==> config.mk <==
export PLATFORM = sky130hd
export DESIGN_NAME = pcs_tx_encoder
export DESIGN_NICKNAME = d
export VERILOG_FILES = /design/src/pcs_tx_pkg.sv /design/src/pcs_tx_lfsr.sv /design/src/pcs_tx_mapper.sv /design/src/pcs_tx_encoder.sv
export VERILOG_INCLUDE_DIRS = /design/src
export SDC_FILE = /design/constraint.sdc
export NUM_CORES = 1
export LEC_CHECK = 0
export BUFFER_PORTS_ARGS = -buffer_cell sky130_fd_sc_hd__buf_2
export CORE_UTILIZATION = 60
export CTS_CLUSTER_SIZE = 24
export DETAILED_ROUTE_END_ITERATION = 16
export PLACE_DENSITY = 0.8
export SLEW_MARGIN = 40
export SYNTH_ARGS = -nofsm -noshare
export SYNTH_HDL_FRONTEND = slang
export SYNTH_SLANG_ARGS = --single-unit
==> constraint.sdc <==
create_clock -name clk -period 5.55 [get_ports clk]
set_input_delay 0.8325 -clock clk [delete_from_list [all_inputs] [get_ports clk]]
set_output_delay 0.8325 -clock clk [all_outputs]
set_load 0.005 [all_outputs]
==> src/pcs_tx_defs.svh <==
// Purpose: constants for the gigabit transmit symbol encoder
// Assumes: one 100 MHz clock, one symbol per enabled cycle
// Notes:   definitions only
`ifndef PCS_TX_DEFS_SVH
`define PCS_TX_DEFS_SVH
`define LFSR_W        33
`define LFSR_TAP_M    12
`define LFSR_TAP_S    19
`define LFSR_TOP      32
`define LFSR_SEED     33'h1_5A5A_A5A5
`define MODE_SEND_Z   2'h0
`define MODE_SEND_I   2'h1
`define MODE_SEND_N   2'h2
`define SYM_RATE_MHZ  125
`define CLK_MHZ       100
`define PR_W          5
`define CNT_W         8
`endif

==> src/pcs_tx_pkg.sv <==
// Purpose: types shared by the transmit symbol encoder files
// Assumes: nothing
// Notes:   symbols are signed, -2..+2; shaped codes are -8..+8 quarter steps
package pcs_tx_pkg;
  typedef enum logic [1:0] {
    SEND_Z = 2'h0,
    SEND_I = 2'h1,
    SEND_N = 2'h2
  } tx_mode_t;
  typedef logic signed [2:0] pam5_t;
  typedef logic signed [4:0] pam17_t;
  typedef struct packed {
    pam5_t a;
    pam5_t b;
    pam5_t c;
    pam5_t d;
  } quartet_t;
  typedef struct packed {
    pam17_t a;
    pam17_t b;
    pam17_t c;
    pam17_t d;
  } dac_word_t;
  typedef struct packed {
    logic [3:0] sx;
    logic [3:0] sy;
    logic [3:0] sg;
  } scr_words_t;
endpackage

==> src/pcs_tx_lfsr.sv <==
// Purpose: side-stream scrambler shift register
// Assumes: adv pulses once per symbol
// Notes:   seed is nonzero, all-zero state can never be reached
`timescale 1ns/100ps
`include "pcs_tx_defs.svh"
module pcs_tx_lfsr (
  // clock and reset
  input  wire logic                clk,
  input  wire logic                rst,
  // control
  input  wire logic                adv,
  input  wire logic                master,
  // state out
  output logic [`LFSR_W-1:0]       scr
);
  typedef struct packed {
    logic [`LFSR_W-1:0] sr;
  } lfsr_state_t;
  lfsr_state_t st_ff;
  lfsr_state_t nxt_st;
  logic        fb;
  always_comb begin
    nxt_st = st_ff;
    fb = st_ff.sr[`LFSR_TOP] ^
         (master ? st_ff.sr[`LFSR_TAP_M] : st_ff.sr[`LFSR_TAP_S]);
    if (adv) begin
      nxt_st.sr = {st_ff.sr[`LFSR_W-2:0], fb};
    end
  end
  always_ff @(posedge clk or posedge rst) begin
    if (rst) begin
      st_ff <= '{sr: `LFSR_SEED};
    end else begin
      st_ff <= nxt_st;
    end
  end
  assign scr = st_ff.sr;
  property p_no_lockup;
    @(posedge clk) disable iff (rst) st_ff.sr != '0;
  endproperty
  a_no_lockup: assert property (p_no_lockup) else $error("lfsr locked at zero");
  property p_shift;
    @(posedge clk) disable iff (rst)
      adv |=> st_ff.sr[`LFSR_W-1:1] == $past(st_ff.sr[`LFSR_W-2:0]);
  endproperty
  a_shift: assert property (p_shift) else $error("lfsr did not shift");
  property p_taps;
    @(posedge clk) disable iff (rst)
      adv |=> st_ff.sr[0] == ($past(st_ff.sr[`LFSR_TOP]) ^ ($past(master) ?
        $past(st_ff.sr[`LFSR_TAP_M]) : $past(st_ff.sr[`LFSR_TAP_S])));
  endproperty
  a_taps: assert property (p_taps) else $error("lfsr feedback wrong");
endmodule // pcs_tx_lfsr

==> src/pcs_tx_mapper.sv <==
// Purpose: 9-bit word to PAM-5 quartet mapping, even and odd subsets
// Assumes: combinational, registered by the caller
// Notes:   bit 8 with bits 7:6 selects the odd subsets; low three bit pairs pick values
`timescale 1ns/100ps
module pcs_tx_mapper (
  // input word
  input  wire logic [8:0]          sd,
  // symbols
  output pcs_tx_pkg::quartet_t     sym
);
  // one-dimensional subset points: x even {-2,0,+2}, y odd {-1,+1}
  function automatic pcs_tx_pkg::pam5_t pick(input logic odd, input logic [1:0] v);
    pcs_tx_pkg::pam5_t r;
    r = 3'sh0;
    if (odd) begin
      r = v[0] ? 3'sh1 : 3'sh7;
    end else begin
      case (v)
        2'h0:    r = 3'sh0;
        2'h1:    r = 3'sh2;
        2'h2:    r = 3'sh6;
        default: r = 3'sh0;
      endcase
    end
    return r;
  endfunction
  logic [3:0] odd;
  always_comb begin
    // subset choice per pair from the parity bit and data bits 7:6
    odd = {sd[8], sd[8] ^ sd[7], sd[8] ^ sd[6], sd[8] ^ sd[7] ^ sd[6]};
    sym.a = pick(odd[3], sd[1:0]);
    sym.b = pick(odd[2], sd[3:2]);
    sym.c = pick(odd[1], sd[5:4]);
    sym.d = pick(odd[0], {sd[7], sd[6] ^ sd[0]});
  end
endmodule // pcs_tx_mapper

==> src/pcs_tx_encoder.sv <==
// Purpose: 1000BASE-T style transmit coding path, GMII byte in, 17-level codes out
// Assumes: sym_en pulses once per symbol period; tx_mode and tx_enable held by
//          the startup controller and enable state machine
// Notes:   codes are quarter steps of the PAM-5 unit, range -8..+8
`timescale 1ns/100ps
`include "pcs_tx_defs.svh"
module pcs_tx_encoder (
  // clock and reset
  input  wire logic                 clk,
  input  wire logic                 rst,
  // control from startup and enable logic
  input  wire logic                 master,
  input  pcs_tx_pkg::tx_mode_t      tx_mode,
  input  wire logic                 tx_enable,
  input  wire logic                 sym_en,
  // gmii transmit byte
  input  wire logic [7:0]           txd,
  // dac codes
  output pcs_tx_pkg::dac_word_t     dac,
  output logic                      dac_valid
);
  typedef struct packed {
    logic [2:0]            cs;      // trellis state
    logic [1:0]            cs_d;    // delayed state fed back
    pcs_tx_pkg::quartet_t  prev;    // previous scrambled symbols
    pcs_tx_pkg::dac_word_t dac;
    logic                  vld;
  } enc_state_t;
  enc_state_t st_ff;
  enc_state_t nxt_st;
  logic [`LFSR_W-1:0]    scr;
  pcs_tx_pkg::scr_words_t w;
  logic [7:0]            sc;
  logic [7:0]            sd;
  logic                  par;
  logic [3:0]            sgn;
  pcs_tx_pkg::quartet_t  tsym;
  pcs_tx_pkg::quartet_t  ssym;
  // lfsr steps only on symbol strobes, so state is one per symbol
  pcs_tx_lfsr u_lfsr (
    .clk    (clk),
    .rst    (rst),
    .adv    (sym_en),
    .master (master),
    .scr    (scr)
  );
  // word generator: xor combinations of the side stream
  always_comb begin
    w.sx = {scr[3] ^ scr[8], scr[2] ^ scr[7], scr[1] ^ scr[6], scr[0]};
    w.sy = {scr[3] ^ scr[12], scr[2] ^ scr[9], scr[1] ^ scr[5], scr[4]};
    w.sg = {scr[8] ^ scr[20], scr[6] ^ scr[16], scr[3] ^ scr[14], scr[1] ^ scr[11]};
  end
  // bit generator: zeros mode blanks the stream, normal mode without enable swaps low word bits into the top nibble
  always_comb begin
    sc = 8'h00;
    case (tx_mode)
      pcs_tx_pkg::SEND_Z: sc = 8'h00;
      pcs_tx_pkg::SEND_I: sc = {w.sx[3:2], w.sy[3:2], w.sx[1:0], w.sy[1:0]};
      pcs_tx_pkg::SEND_N: begin
        sc[7:4] = tx_enable ? {w.sx[3:2], w.sy[3:2]} : {w.sy[0], w.sx[0], w.sy[1], w.sx[1]};
        sc[3:0] = {w.sx[1:0], w.sy[1:0]};
      end
      default: sc = 8'h00;
    endcase
  end
  // data scrambler: data only while enabled in normal mode
  always_comb begin
    if (tx_mode == pcs_tx_pkg::SEND_N && tx_enable) begin
      sd = txd ^ sc;
    end else begin
      sd = sc;
    end
    // outside data, the delayed encoder state reshapes the top pair for the current symbol
    sd[7:6] = sd[7:6] ^ (tx_enable ? 2'h0 : st_ff.cs_d);
  end
  // convolutional encoder parity, forced low outside data
  assign par = tx_enable ? st_ff.cs[0] : 1'b0;
  pcs_tx_mapper u_map (
    .sd  ({par, sd}),
    .sym (tsym)
  );
  // sign generator: idle keeps raw signs, data rotates them
  assign sgn = tx_enable ? {w.sg[0], w.sg[3:1]} : w.sg;
  always_comb begin
    ssym.a = sgn[3] ? -tsym.a : tsym.a;
    ssym.b = sgn[2] ? -tsym.b : tsym.b;
    ssym.c = sgn[1] ? -tsym.c : tsym.c;
    ssym.d = sgn[0] ? -tsym.d : tsym.d;
  end
  // 3*cur + prev in quarter steps: -8..+8, 17 levels in 5 signed bits
  function automatic pcs_tx_pkg::pam17_t shape(input pcs_tx_pkg::pam5_t c,
                                               input pcs_tx_pkg::pam5_t p);
    pcs_tx_pkg::pam17_t cx;
    pcs_tx_pkg::pam17_t px;
    cx = `PR_W'(c);
    px = `PR_W'(p);
    return (cx <<< 1) + cx + px;
  endfunction
  always_comb begin
    nxt_st = st_ff;
    nxt_st.vld = sym_en;
    if (sym_en) begin
      nxt_st.cs = {sd[6] ^ st_ff.cs[0], sd[7] ^ st_ff.cs[2], st_ff.cs[1]};
      nxt_st.cs_d = st_ff.cs[1:0];
      nxt_st.prev = ssym;
      nxt_st.dac.a = shape(ssym.a, st_ff.prev.a);
      nxt_st.dac.b = shape(ssym.b, st_ff.prev.b);
      nxt_st.dac.c = shape(ssym.c, st_ff.prev.c);
      nxt_st.dac.d = shape(ssym.d, st_ff.prev.d);
    end
  end
  always_ff @(posedge clk or posedge rst) begin
    if (rst) begin
      st_ff <= '0;
    end else begin
      st_ff <= nxt_st;
    end
  end
  // one code per strobe; sym_en held high gives at most 100 MHz symbols, short of the 125 MHz rate
  assign dac = st_ff.dac;
  assign dac_valid = st_ff.vld;

  property p_zero_mode;
    @(posedge clk) disable iff (rst)
      sym_en && tx_mode == pcs_tx_pkg::SEND_Z && !tx_enable && st_ff.cs_d == 2'h0 |-> sd == 8'h00;
  endproperty
  a_zero_mode: assert property (p_zero_mode) else $error("zeros mode not zero");
  property p_data_xor;
    @(posedge clk) disable iff (rst)
      tx_mode == pcs_tx_pkg::SEND_N && tx_enable |-> sd == (txd ^ sc);
  endproperty
  a_data_xor: assert property (p_data_xor) else $error("data scramble wrong");
  property p_parity_idle;
    @(posedge clk) disable iff (rst) !tx_enable |-> !par;
  endproperty
  a_parity_idle: assert property (p_parity_idle) else $error("parity set outside data");
  property p_cs_delay;
    @(posedge clk) disable iff (rst)
      sym_en |=> st_ff.cs_d == $past(st_ff.cs[1:0]);
  endproperty
  a_cs_delay: assert property (p_cs_delay) else $error("state delay wrong");
  property p_sign;
    @(posedge clk) disable iff (rst)
      sgn[3] |-> ssym.a == -tsym.a;
  endproperty
  a_sign: assert property (p_sign) else $error("sign not applied");
  property p_shape;
    @(posedge clk) disable iff (rst)
      sym_en ##1 sym_en |=> dac.a == 3 * $past(ssym.a) + $past(ssym.a, 2);
  endproperty
  a_shape: assert property (p_shape) else $error("shaping wrong");
  property p_range;
    @(posedge clk) disable iff (rst)
      dac.a >= -5'sh8 && dac.a <= 5'sh8 && dac.d >= -5'sh8 && dac.d <= 5'sh8;
  endproperty
  a_range: assert property (p_range) else $error("code out of range");
  property p_valid;
    @(posedge clk) disable iff (rst) sym_en |=> dac_valid;
  endproperty
  a_valid: assert property (p_valid) else $error("code not issued");

  // shaping, signs and range on the remaining pairs, plus the unflipped sign on a
  property p_shape_b;
    @(posedge clk) disable iff (rst)
      sym_en ##1 sym_en |=> dac.b == 3 * $past(ssym.b) + $past(ssym.b, 2);
  endproperty
  a_shape_b: assert property (p_shape_b) else $error("shaping wrong on b");
  property p_shape_c;
    @(posedge clk) disable iff (rst)
      sym_en ##1 sym_en |=> dac.c == 3 * $past(ssym.c) + $past(ssym.c, 2);
  endproperty
  a_shape_c: assert property (p_shape_c) else $error("shaping wrong on c");
  property p_shape_d;
    @(posedge clk) disable iff (rst)
      sym_en ##1 sym_en |=> dac.d == 3 * $past(ssym.d) + $past(ssym.d, 2);
  endproperty
  a_shape_d: assert property (p_shape_d) else $error("shaping wrong on d");
  property p_sign_b;
    @(posedge clk) disable iff (rst)
      sgn[2] |-> ssym.b == -tsym.b;
  endproperty
  a_sign_b: assert property (p_sign_b) else $error("sign not applied on b");
  property p_sign_c;
    @(posedge clk) disable iff (rst)
      sgn[1] |-> ssym.c == -tsym.c;
  endproperty
  a_sign_c: assert property (p_sign_c) else $error("sign not applied on c");
  property p_sign_d;
    @(posedge clk) disable iff (rst)
      sgn[0] |-> ssym.d == -tsym.d;
  endproperty
  a_sign_d: assert property (p_sign_d) else $error("sign not applied on d");
  property p_keep_a;
    @(posedge clk) disable iff (rst)
      !sgn[3] |-> ssym.a == tsym.a;
  endproperty
  a_keep_a: assert property (p_keep_a) else $error("sign flipped without cause");
  property p_range_bc;
    @(posedge clk) disable iff (rst)
      dac.b >= -5'sh8 && dac.b <= 5'sh8 && dac.c >= -5'sh8 && dac.c <= 5'sh8;
  endproperty
  a_range_bc: assert property (p_range_bc) else $error("code out of range on b or c");

  // between strobes codes and state hold and valid drops; on strobes lfsr and prev advance
  property p_hold;
    @(posedge clk) disable iff (rst)
      !sym_en |=> $stable(dac);
  endproperty
  a_hold: assert property (p_hold) else $error("code changed without strobe");
  property p_valid_low;
    @(posedge clk) disable iff (rst)
      !sym_en |=> !dac_valid;
  endproperty
  a_valid_low: assert property (p_valid_low) else $error("valid without strobe");
  property p_scr_hold;
    @(posedge clk) disable iff (rst)
      !sym_en |=> $stable(scr);
  endproperty
  a_scr_hold: assert property (p_scr_hold) else $error("lfsr moved without strobe");
  property p_scr_step;
    @(posedge clk) disable iff (rst)
      sym_en |=> scr != $past(scr);
  endproperty
  a_scr_step: assert property (p_scr_step) else $error("lfsr did not advance");
  property p_cs_hold;
    @(posedge clk) disable iff (rst)
      !sym_en |=> $stable(st_ff.cs) && $stable(st_ff.cs_d);
  endproperty
  a_cs_hold: assert property (p_cs_hold) else $error("trellis state moved");
  property p_prev;
    @(posedge clk) disable iff (rst)
      sym_en |=> st_ff.prev == $past(ssym);
  endproperty
  a_prev: assert property (p_prev) else $error("previous symbol not kept");

  // mode and enable effects on the coding words
  property p_sc_zero;
    @(posedge clk) disable iff (rst)
      tx_mode == pcs_tx_pkg::SEND_Z |-> sc == 8'h00;
  endproperty
  a_sc_zero: assert property (p_sc_zero) else $error("zeros mode stream not blank");
  property p_idle_sd;
    @(posedge clk) disable iff (rst)
      !tx_enable |-> sd[5:0] == sc[5:0];
  endproperty
  a_idle_sd: assert property (p_idle_sd) else $error("idle word not from stream");
  property p_par_data;
    @(posedge clk) disable iff (rst)
      tx_enable |-> par == st_ff.cs[0];
  endproperty
  a_par_data: assert property (p_par_data) else $error("parity not from state");
  property p_zero_sym;
    @(posedge clk) disable iff (rst)
      tx_mode == pcs_tx_pkg::SEND_Z && !tx_enable && st_ff.cs_d == 2'h0 |-> tsym == '0;
  endproperty
  a_zero_sym: assert property (p_zero_sym) else $error("zeros mode symbols not zero");
  property p_top_idle;
    @(posedge clk) disable iff (rst)
      !tx_enable |-> sd[7:6] == (sc[7:6] ^ st_ff.cs_d);
  endproperty
  a_top_idle: assert property (p_top_idle) else $error("delayed state not fed back");
  property p_sgn_idle;
    @(posedge clk) disable iff (rst)
      !tx_enable |-> sgn == w.sg;
  endproperty
  a_sgn_idle: assert property (p_sgn_idle) else $error("idle signs altered");

  c_data: cover property (@(posedge clk) disable iff (rst)
    tx_mode == pcs_tx_pkg::SEND_N && tx_enable && sym_en);
  c_idle: cover property (@(posedge clk) disable iff (rst)
    tx_mode == pcs_tx_pkg::SEND_I && sym_en);
  c_peak: cover property (@(posedge clk) disable iff (rst) dac.a == 5'sh8);
  c_gap: cover property (@(posedge clk) disable iff (rst)
    sym_en ##1 !sym_en ##1 sym_en);
  c_slave: cover property (@(posedge clk) disable iff (rst)
    !master && tx_enable && sym_en);
endmodule // pcs_tx_encoder

[Word level (Yosys, flattened, before mapping)]
Index checks and enable logic that the tools add are counted.
Storage, ports and cells
  bits in registers: 71
  input bits: 15
  output and inout port bits: 21
  word-level logic and storage cells: 77
Cells by class
  $add $sub $neg: 12
  eq/ne operators: 10
  muxes and demuxes: 23
  bitwise gates (word level): 19
  reductions and logical operators: 1
Operators by type and width (number)
  3-bit two-way mux: 12
  3-bit case mux with 2 select lines: 4
  4-bit by 3-bit adder with 5-bit output: 4
  5-bit by 3-bit adder with 5-bit output: 4
  1-bit bitwise XOR: 17
  8-bit case mux with 2 select lines: 1
  3-bit negation: 4
  2-bit by 1-bit == test with 1-bit output (second input constant): 5
  2-bit == test (second input constant): 5
  4-bit two-way mux: 2
  8-bit two-way mux: 1
  8-bit bitwise XOR: 1
  1-bit two-way mux: 2
  2-bit two-way mux: 1
  2-bit bitwise XOR: 1
  1-bit logical AND: 1

[Logic depth before layout (Yosys ltp)]
Gate-level depths: netlist (run 1).
  word-level depth: 14
  depth in mapped cells: 20

[By module]
A second synthesis (run 1) with hierarchy kept.
Second synthesis, totals
  cell total of the unflattened synthesis: 389
  area total of the unflattened synthesis: 4469.3 µm²
By module, submodules not included
  pcs_tx_encoder: instances 1, cells an instance 284, area each 2950.3 µm², seq. area each 925.9 µm²
  pcs_tx_lfsr: instances 1, cells an instance 73, area each 1290.0 µm², seq. area each 847.1 µm²
  pcs_tx_mapper: instances 1, cells an instance 32, area each 229.0 µm², seq. area each 0.0 µm²

[Least setup slack after synthesis (run 1)]
OpenSTA, ideal clock, no wires.
  path type: input port to flip-flop
  from: input tx_mode[0]
  to: register st_ff, in the netlist dac[4]
  library setup time: 126 ps
  arrival time: 4575 ps
  data required time: 5424 ps
  path slack: 849 ps
  stages on the path: 16
  cells stage by stage: inv_1 -> ha_1 -> buf_6 -> or2b_1 -> o32ai_2 -> xor2_2 -> or4_4 -> a311o_1 -> o21ai_0 -> fa_1 -> ha_1 -> a21o_1 -> a21oi_1 -> xnor2_1 -> nor2_1 -> a221o_1
RTL lines
  start: declaration: RTL line pcs_tx_encoder.sv:13  | input pcs_tx_pkg::tx_mode_t tx_mode,
  end signal: assignment: RTL line pcs_tx_encoder.sv:116  | st_ff <= nxt_st;
  end: declaration: RTL line pcs_tx_encoder.sv:29  | enc_state_t st_ff;

==> out/results.ini, run 1 <==
[grt]
grtUsageMet1=0.248
grt_pass1_vias=2750
gr-usage-met3=0.0436
grt_pass1_wl_microns=12100
busiest_layer=met2
grt-ovfl-total=0
antenna_found_initial=0
track_usage=0.209
grt_max_degree=76
use_met2=0.365

[timing]
final-setup-viol-count=0
fin_skew_ps=8.78
rsz0062_at_grt=false
relSlewSlack=0.575
finalHoldViolations=0
min_period_ps=4790
fin_hold_ws_ps=486
tns_ps=0
worst_slew_pin_slew_ps=638
max_freq_mhz=209
fin_crit_sh=0.863
fin_ws_ps=759
final_max_slew_viol_count=0

[critical_path]
start_kind=primary input
worstSetupEndpointType=register
rr_worst_depth=13
cp.arrival_ps=5030
required_ps=5790
crit_type=in2reg
cp_max_fo=13

[cts]
cts_resized=0
clkTransAtPathRegs_ps=80
cts_tree=built
cts_sinks=70
insertion_delay_ps=350
htreeDepth=3
postCtsSetupRepairBufs=0
cts_buffers=9
clockRootBuffer=clkbuf_8
cts_hold_buf=0
cts_buffer_depth=2

[routing]
drtAntennaViolNets=0
drc_errors=0
routed_via_density=5.38
dr.pass1.iters=4
detail_route.wl_per_cell_microns=13.9
initialDrtViolationCount=88
vias=2669
drt_wl_total_microns=6880

[die]
die_h_microns=87.4
rows=30
dieArea_sq_mm=0.00764
die_w_microns=87.4
io-pin-count=36
core_sq_mm=0.00691
start_util=0.634

[finish]
nFillCells=558
num_antenna_cells=0
stdcell_area_sq_mm=0.00465
multi_input_area_sq_mm=0.00225
areaGrowthSynthToFinish_pct=6.26
stdcell_count=496
ff_latch_area_sq_mm=0.00177
finish.utilization=0.673
fin_nets=444
drive_gt1_frac=0.348

[synthesis]
post_synth_num_cell_types=49
ys_ff_latch=70
synth_most_common_cell=mux2_2
yosys_warnings=0
synth_top_area_frac=0.303
synth_edf_count=0
yosysTopAreaCell=dfrtp_1
synth_flop_cell=dfrtp_1
async_reset_ff_frac=1.00
avgSynthCellArea_sq_um=11.5
syn-num-nets=430
yosys-top-cells-count=59 x mux2_2, 53 x dfrtp_1, 27 x xnor2_1
synth-seq-area-share=0.405
yosys-top-cells-area=dfrtp_1 30%, mux2_2 15%, dfstp_2 10%, ha_1 6.6%, xnor2_1 5.4%
synth_area_sq_mm=0.00438
synthCells=381

[placement]
place_ws_ps=437
dpl_cell_area_sq_mm=0.00446
dp.cells=480
dp_hpwl_microns=5020
io_buffers=35
finalWeightedCongestion=0.824

[worst_hold_path]
hold_class=reg2reg
min_delay_path_depth=2

[pwr]
p_per_area_mw_per_mm2=466
power_mw=2.17
ir_worst_vdd_mv=0.267
p_leak_nw=2.18

[status]
status=complete, no violations

[run]
drv_cap=0

layout by cell type (no fill, tap or decap), types with 2 or more instances in the layout:
cell	count
mux2_2	59
dfrtp_1	53
buf_2	35
xnor2_1	27
inv_1	25
ha_1	23
dfstp_2	17
a21oi_1	15
nand2_1	13
nor2_1	12
fa_1	11
o21ai_0	10
mux2i_1	10
xor2_1	9
clkbuf_8	9
nor2b_1	6
nor3_1	6
a21o_1	5
nand3_1	4
nand2b_1	3
nand4_1	3
o21a_1	3
buf_4	3
or2_2	2
or3_1	2
a31oi_1	2
o21bai_1	2
and2_1	2
inv_8	2
inv_6	2
clkinvlp_4	2
buf_6	2
cell type report:
| class | count | share of cell area |
|---|---|---|
| Sequential cell | 70 | 0.381 |
| Timing Repair Buffer | 40 | 0.0474 |
| Tap cell | 96 | 0.0258 |
| Clock inverter | 7 | 0.0137 |
| Inverter | 26 | 0.0210 |
| Multi-Input combinational cell | 248 | 0.484 |
| Clock buffer | 9 | 0.0266 |
kinds of logic (layout without fill, tap and decap cells):
logic type               Yosys count  after routing  synth area share
XOR/XNOR                          38             38            0.0809
AND/OR/NAND/NOR                   60             60            0.0706
buffers and inverters             63             82            0.0804
flip-flops                        70             70             0.405
AO/OA/AOI/OAI                     47             47            0.0721
adder cells (fa/ha/maj)           34             34             0.116
multiplexers                      69             69             0.175
sequential cells by signal, indices dropped and copies added (netlist names):
name / cells
dac: 20
dac_valid: 1
st_ff: 16
u_lfsr.scr: 33
worst max-delay path, cell delays in order:
cell and delay, ps:
buf_2 100, inv_1 40, ha_1 510, nor2b_1 130
o311ai_0 470, nor4_1 150, or3_1 410, mux2i_1 160
and2_1 190, xnor2_1 310, fa_1 510, ha_1 310
a21o_1 150, a21oi_1 180, xnor2_1 180, nor2_1 70
a221o_1 310
where the power goes:
part	total [mW]	switching [mW]	leakage, nW	internal, mW
sequential	0.727	0.0813	0.842	0.646
clock	0.383	0.212	0.0903	0.172
combinational	1.05	0.506	1.25	0.549
routing by layer:
layer,vias up,wire [microns]
li1,1304,-
met1,1321,2990
met2,32,3560
met3,12,190
met4,0,136
met5,-,0
worst paths after layout:
check / from / endpoint / slack (ps)
setup / recovery: tx_mode[0] / dac[4]$_DFFE_PP0P_ / 760
hold / removal: dac[2]$_DFFE_PP0P_ / dac[2]$_DFFE_PP0P_ / 490
setup reg to reg: u_lfsr.scr[0]$_DFFE_PP1P_ / dac[4]$_DFFE_PP0P_ / 1360
hold reg to reg: dac[2]$_DFFE_PP0P_ / dac[2]$_DFFE_PP0P_ / 490
max in group asynchronous: rst / dac[3]$_DFFE_PP0P_ / 4510
min in group asynchronous: rst / u_lfsr.scr[26]$_DFFE_PP0P_ / 620
(Power assumes the default switching activity.)
==> inputs of run 2 (changes only) <==
==> constraint.sdc (replaced) <==
create_clock -name clk -period 5.55 [get_ports clk]
set_input_delay 0.2775 -clock clk [delete_from_list [all_inputs] [get_ports clk]]
set_output_delay 0.2775 -clock clk [all_outputs]
set_load 0.005 [all_outputs]
==> out/results.ini, run 2 (synthesis gave the netlist of run 1 again) <==
[status]
status=complete, no violations

[run]
drv_cap=0

[critical_path]
start_kind=primary input
required_ps=5790
cp_top_family=compound AO/OA/AOI/OAI gates
cp.arrival_ps=4530
path_buf_inv=2
r2r_slack_ps=1430
crit_type=in2reg
cp_slowest_cell=or4_4
cp_slowest_stage_delay_ps=570
path_cells=buf_2 > inv_1 > ha_1 > a21oi_1 > o32ai_2 > xor2_2 > or4_4 > a311o_1 > o21ai_0 > fa_1 > ha_1 > a21o_1 > a21oi_1 > xnor2_1 > nor2_1 > a221o_1
cp_max_fo=18
worstSetupEndpointType=register

[timing]
fin_skew_ps=8.99
tns_ps=0
max_freq_mhz=233
rsz0062_at_grt=false
worst_slew_pin_slew_ps=693
relSlewSlack=0.533
finalHoldViolations=0
fin_crit_sh=0.774
fin_hold_ws_ps=70.0
final_max_slew_viol_count=0
min_period_ps=4290
final-setup-viol-count=0

[grt]
grt_max_degree=76
track_usage=0.212
gr-usage-met3=0.0455
grtUsageMet1=0.263
use_met2=0.363
grt-ovfl-total=0
antenna_found_initial=0
grt_pass1_vias=2636
grt_pass1_wl_microns=12200
busiest_layer=met2

[placement]
dpl_cell_area_sq_mm=0.00444
io_buffers=35
finalWeightedCongestion=0.824
dp.cells=477
dp_hpwl_microns=5070

[cts]
cts_resized=0
cts_buffers=9
insertion_delay_ps=350
cts_sinks=70
postCtsSetupRepairBufs=0
clkTransAtPathRegs_ps=90
cts_hold_buf=0
clockRootBuffer=clkbuf_8
cts_buffer_depth=2
cts_tree=built
htreeDepth=3

[finish]
num_antenna_cells=0
fin_nets=441
final_common_cell=mux2_2
final_cell_mix=59 x mux2_2, 53 x dfrtp_1, 35 x buf_2, 27 x xnor2_1, 25 x inv_1
areaGrowthSynthToFinish_pct=5.75
stdcell_count=493
drive_gt1_frac=0.343
nFillCells=550
largest_register_ffs=33
stdcell_area_sq_mm=0.00463

[die]
dieArea_sq_mm=0.00764
io-pin-count=36
start_util=0.634
die_w_microns=87.4
rows=30
core_sq_mm=0.00691
die_h_microns=87.4

[pwr]
p_per_area_mw_per_mm2=470
power_mw=2.17
p_leak_nw=2.16
ir_worst_vdd_mv=0.200

[routing]
vias=2667
drtAntennaViolNets=0
detail_route.wl_per_cell_microns=14.2
routed_via_density=5.41
initialDrtViolationCount=89
dr.pass1.iters=4
drt_wl_total_microns=7020
drc_errors=0

[worst_hold_path]
hold_class=in2async

run 2: cell types whose count changed in the layout (fill, tap and decap cells not counted):
cell	before	now
buf_4	3	0
run 2: final timing paths:
check | startpoint | cells after the start | to
setup reg to reg | u_lfsr.scr[0]$_DFFE_PP1P_ | 13 | dac[4]$_DFFE_PP0P_
min in group clk | master | 4 | u_lfsr.scr[0]$_DFFE_PP1P_
hold reg to reg | dac[12]$_DFFE_PP0P_ | 2 | dac[12]$_DFFE_PP0P_
hold / removal | rst | 3 | u_lfsr.scr[26]$_DFFE_PP0P_
setup / recovery | tx_mode[0] | 16 | dac[4]$_DFFE_PP0P_
max in group asynchronous | rst | 3 | dac[1]$_DFFE_PP0P_
run 2: where the power goes:
group | leakage [nW] | switching (mW) | internal, mW
Combinational | 1.23 | 0.510 | 0.547
Sequential | 0.842 | 0.0803 | 0.646
Clock | 0.0903 | 0.218 | 0.172
Total | 2.16 | 0.808 | 1.37
run 2: layout make-up:
class / count / area (sq um) / share of cell area
multi-input cells: 248 / 2250 / 0.486
inverters: 26 / 97.6 / 0.0211
well taps: 96 / 120 / 0.0260
flip-flops and latches: 70 / 1770 / 0.383
repair buffers: 37 / 198 / 0.0427
clock inverters: 7 / 63.8 / 0.0138
clock buffers: 9 / 124 / 0.0268
run 2: stage by stage:
| stage | utilization | setup slack (ps) |
|---|---|---|
| 6_report | 0.670 | 1260 |
| 5_1_grt | 0.670 | 992 |
| 4_1_cts | 0.669 | 1260 |
| 3_5_place_dp | 0.642 | 878 |
| 3_3_place_gp | 0.642 | 1040 |
| 2_1_floorplan | - | 1400 |
run 2: per-layer routing:
metal / routed length (microns) / vias up / share of wire
met5: 0 / - / 0
met4: 105 / 0 / 0.015
met3: 208 / 8 / 0.030
met2: 3600 / 39 / 0.51
met1: 3110 / 1315 / 0.44
li1: - / 1305 / -
run 2: tightest hold or removal path, delay by kind of cell:
| kind | cells | cell delay [ps] |
|---|---|---|
| buf+inv | 3 | 620 |
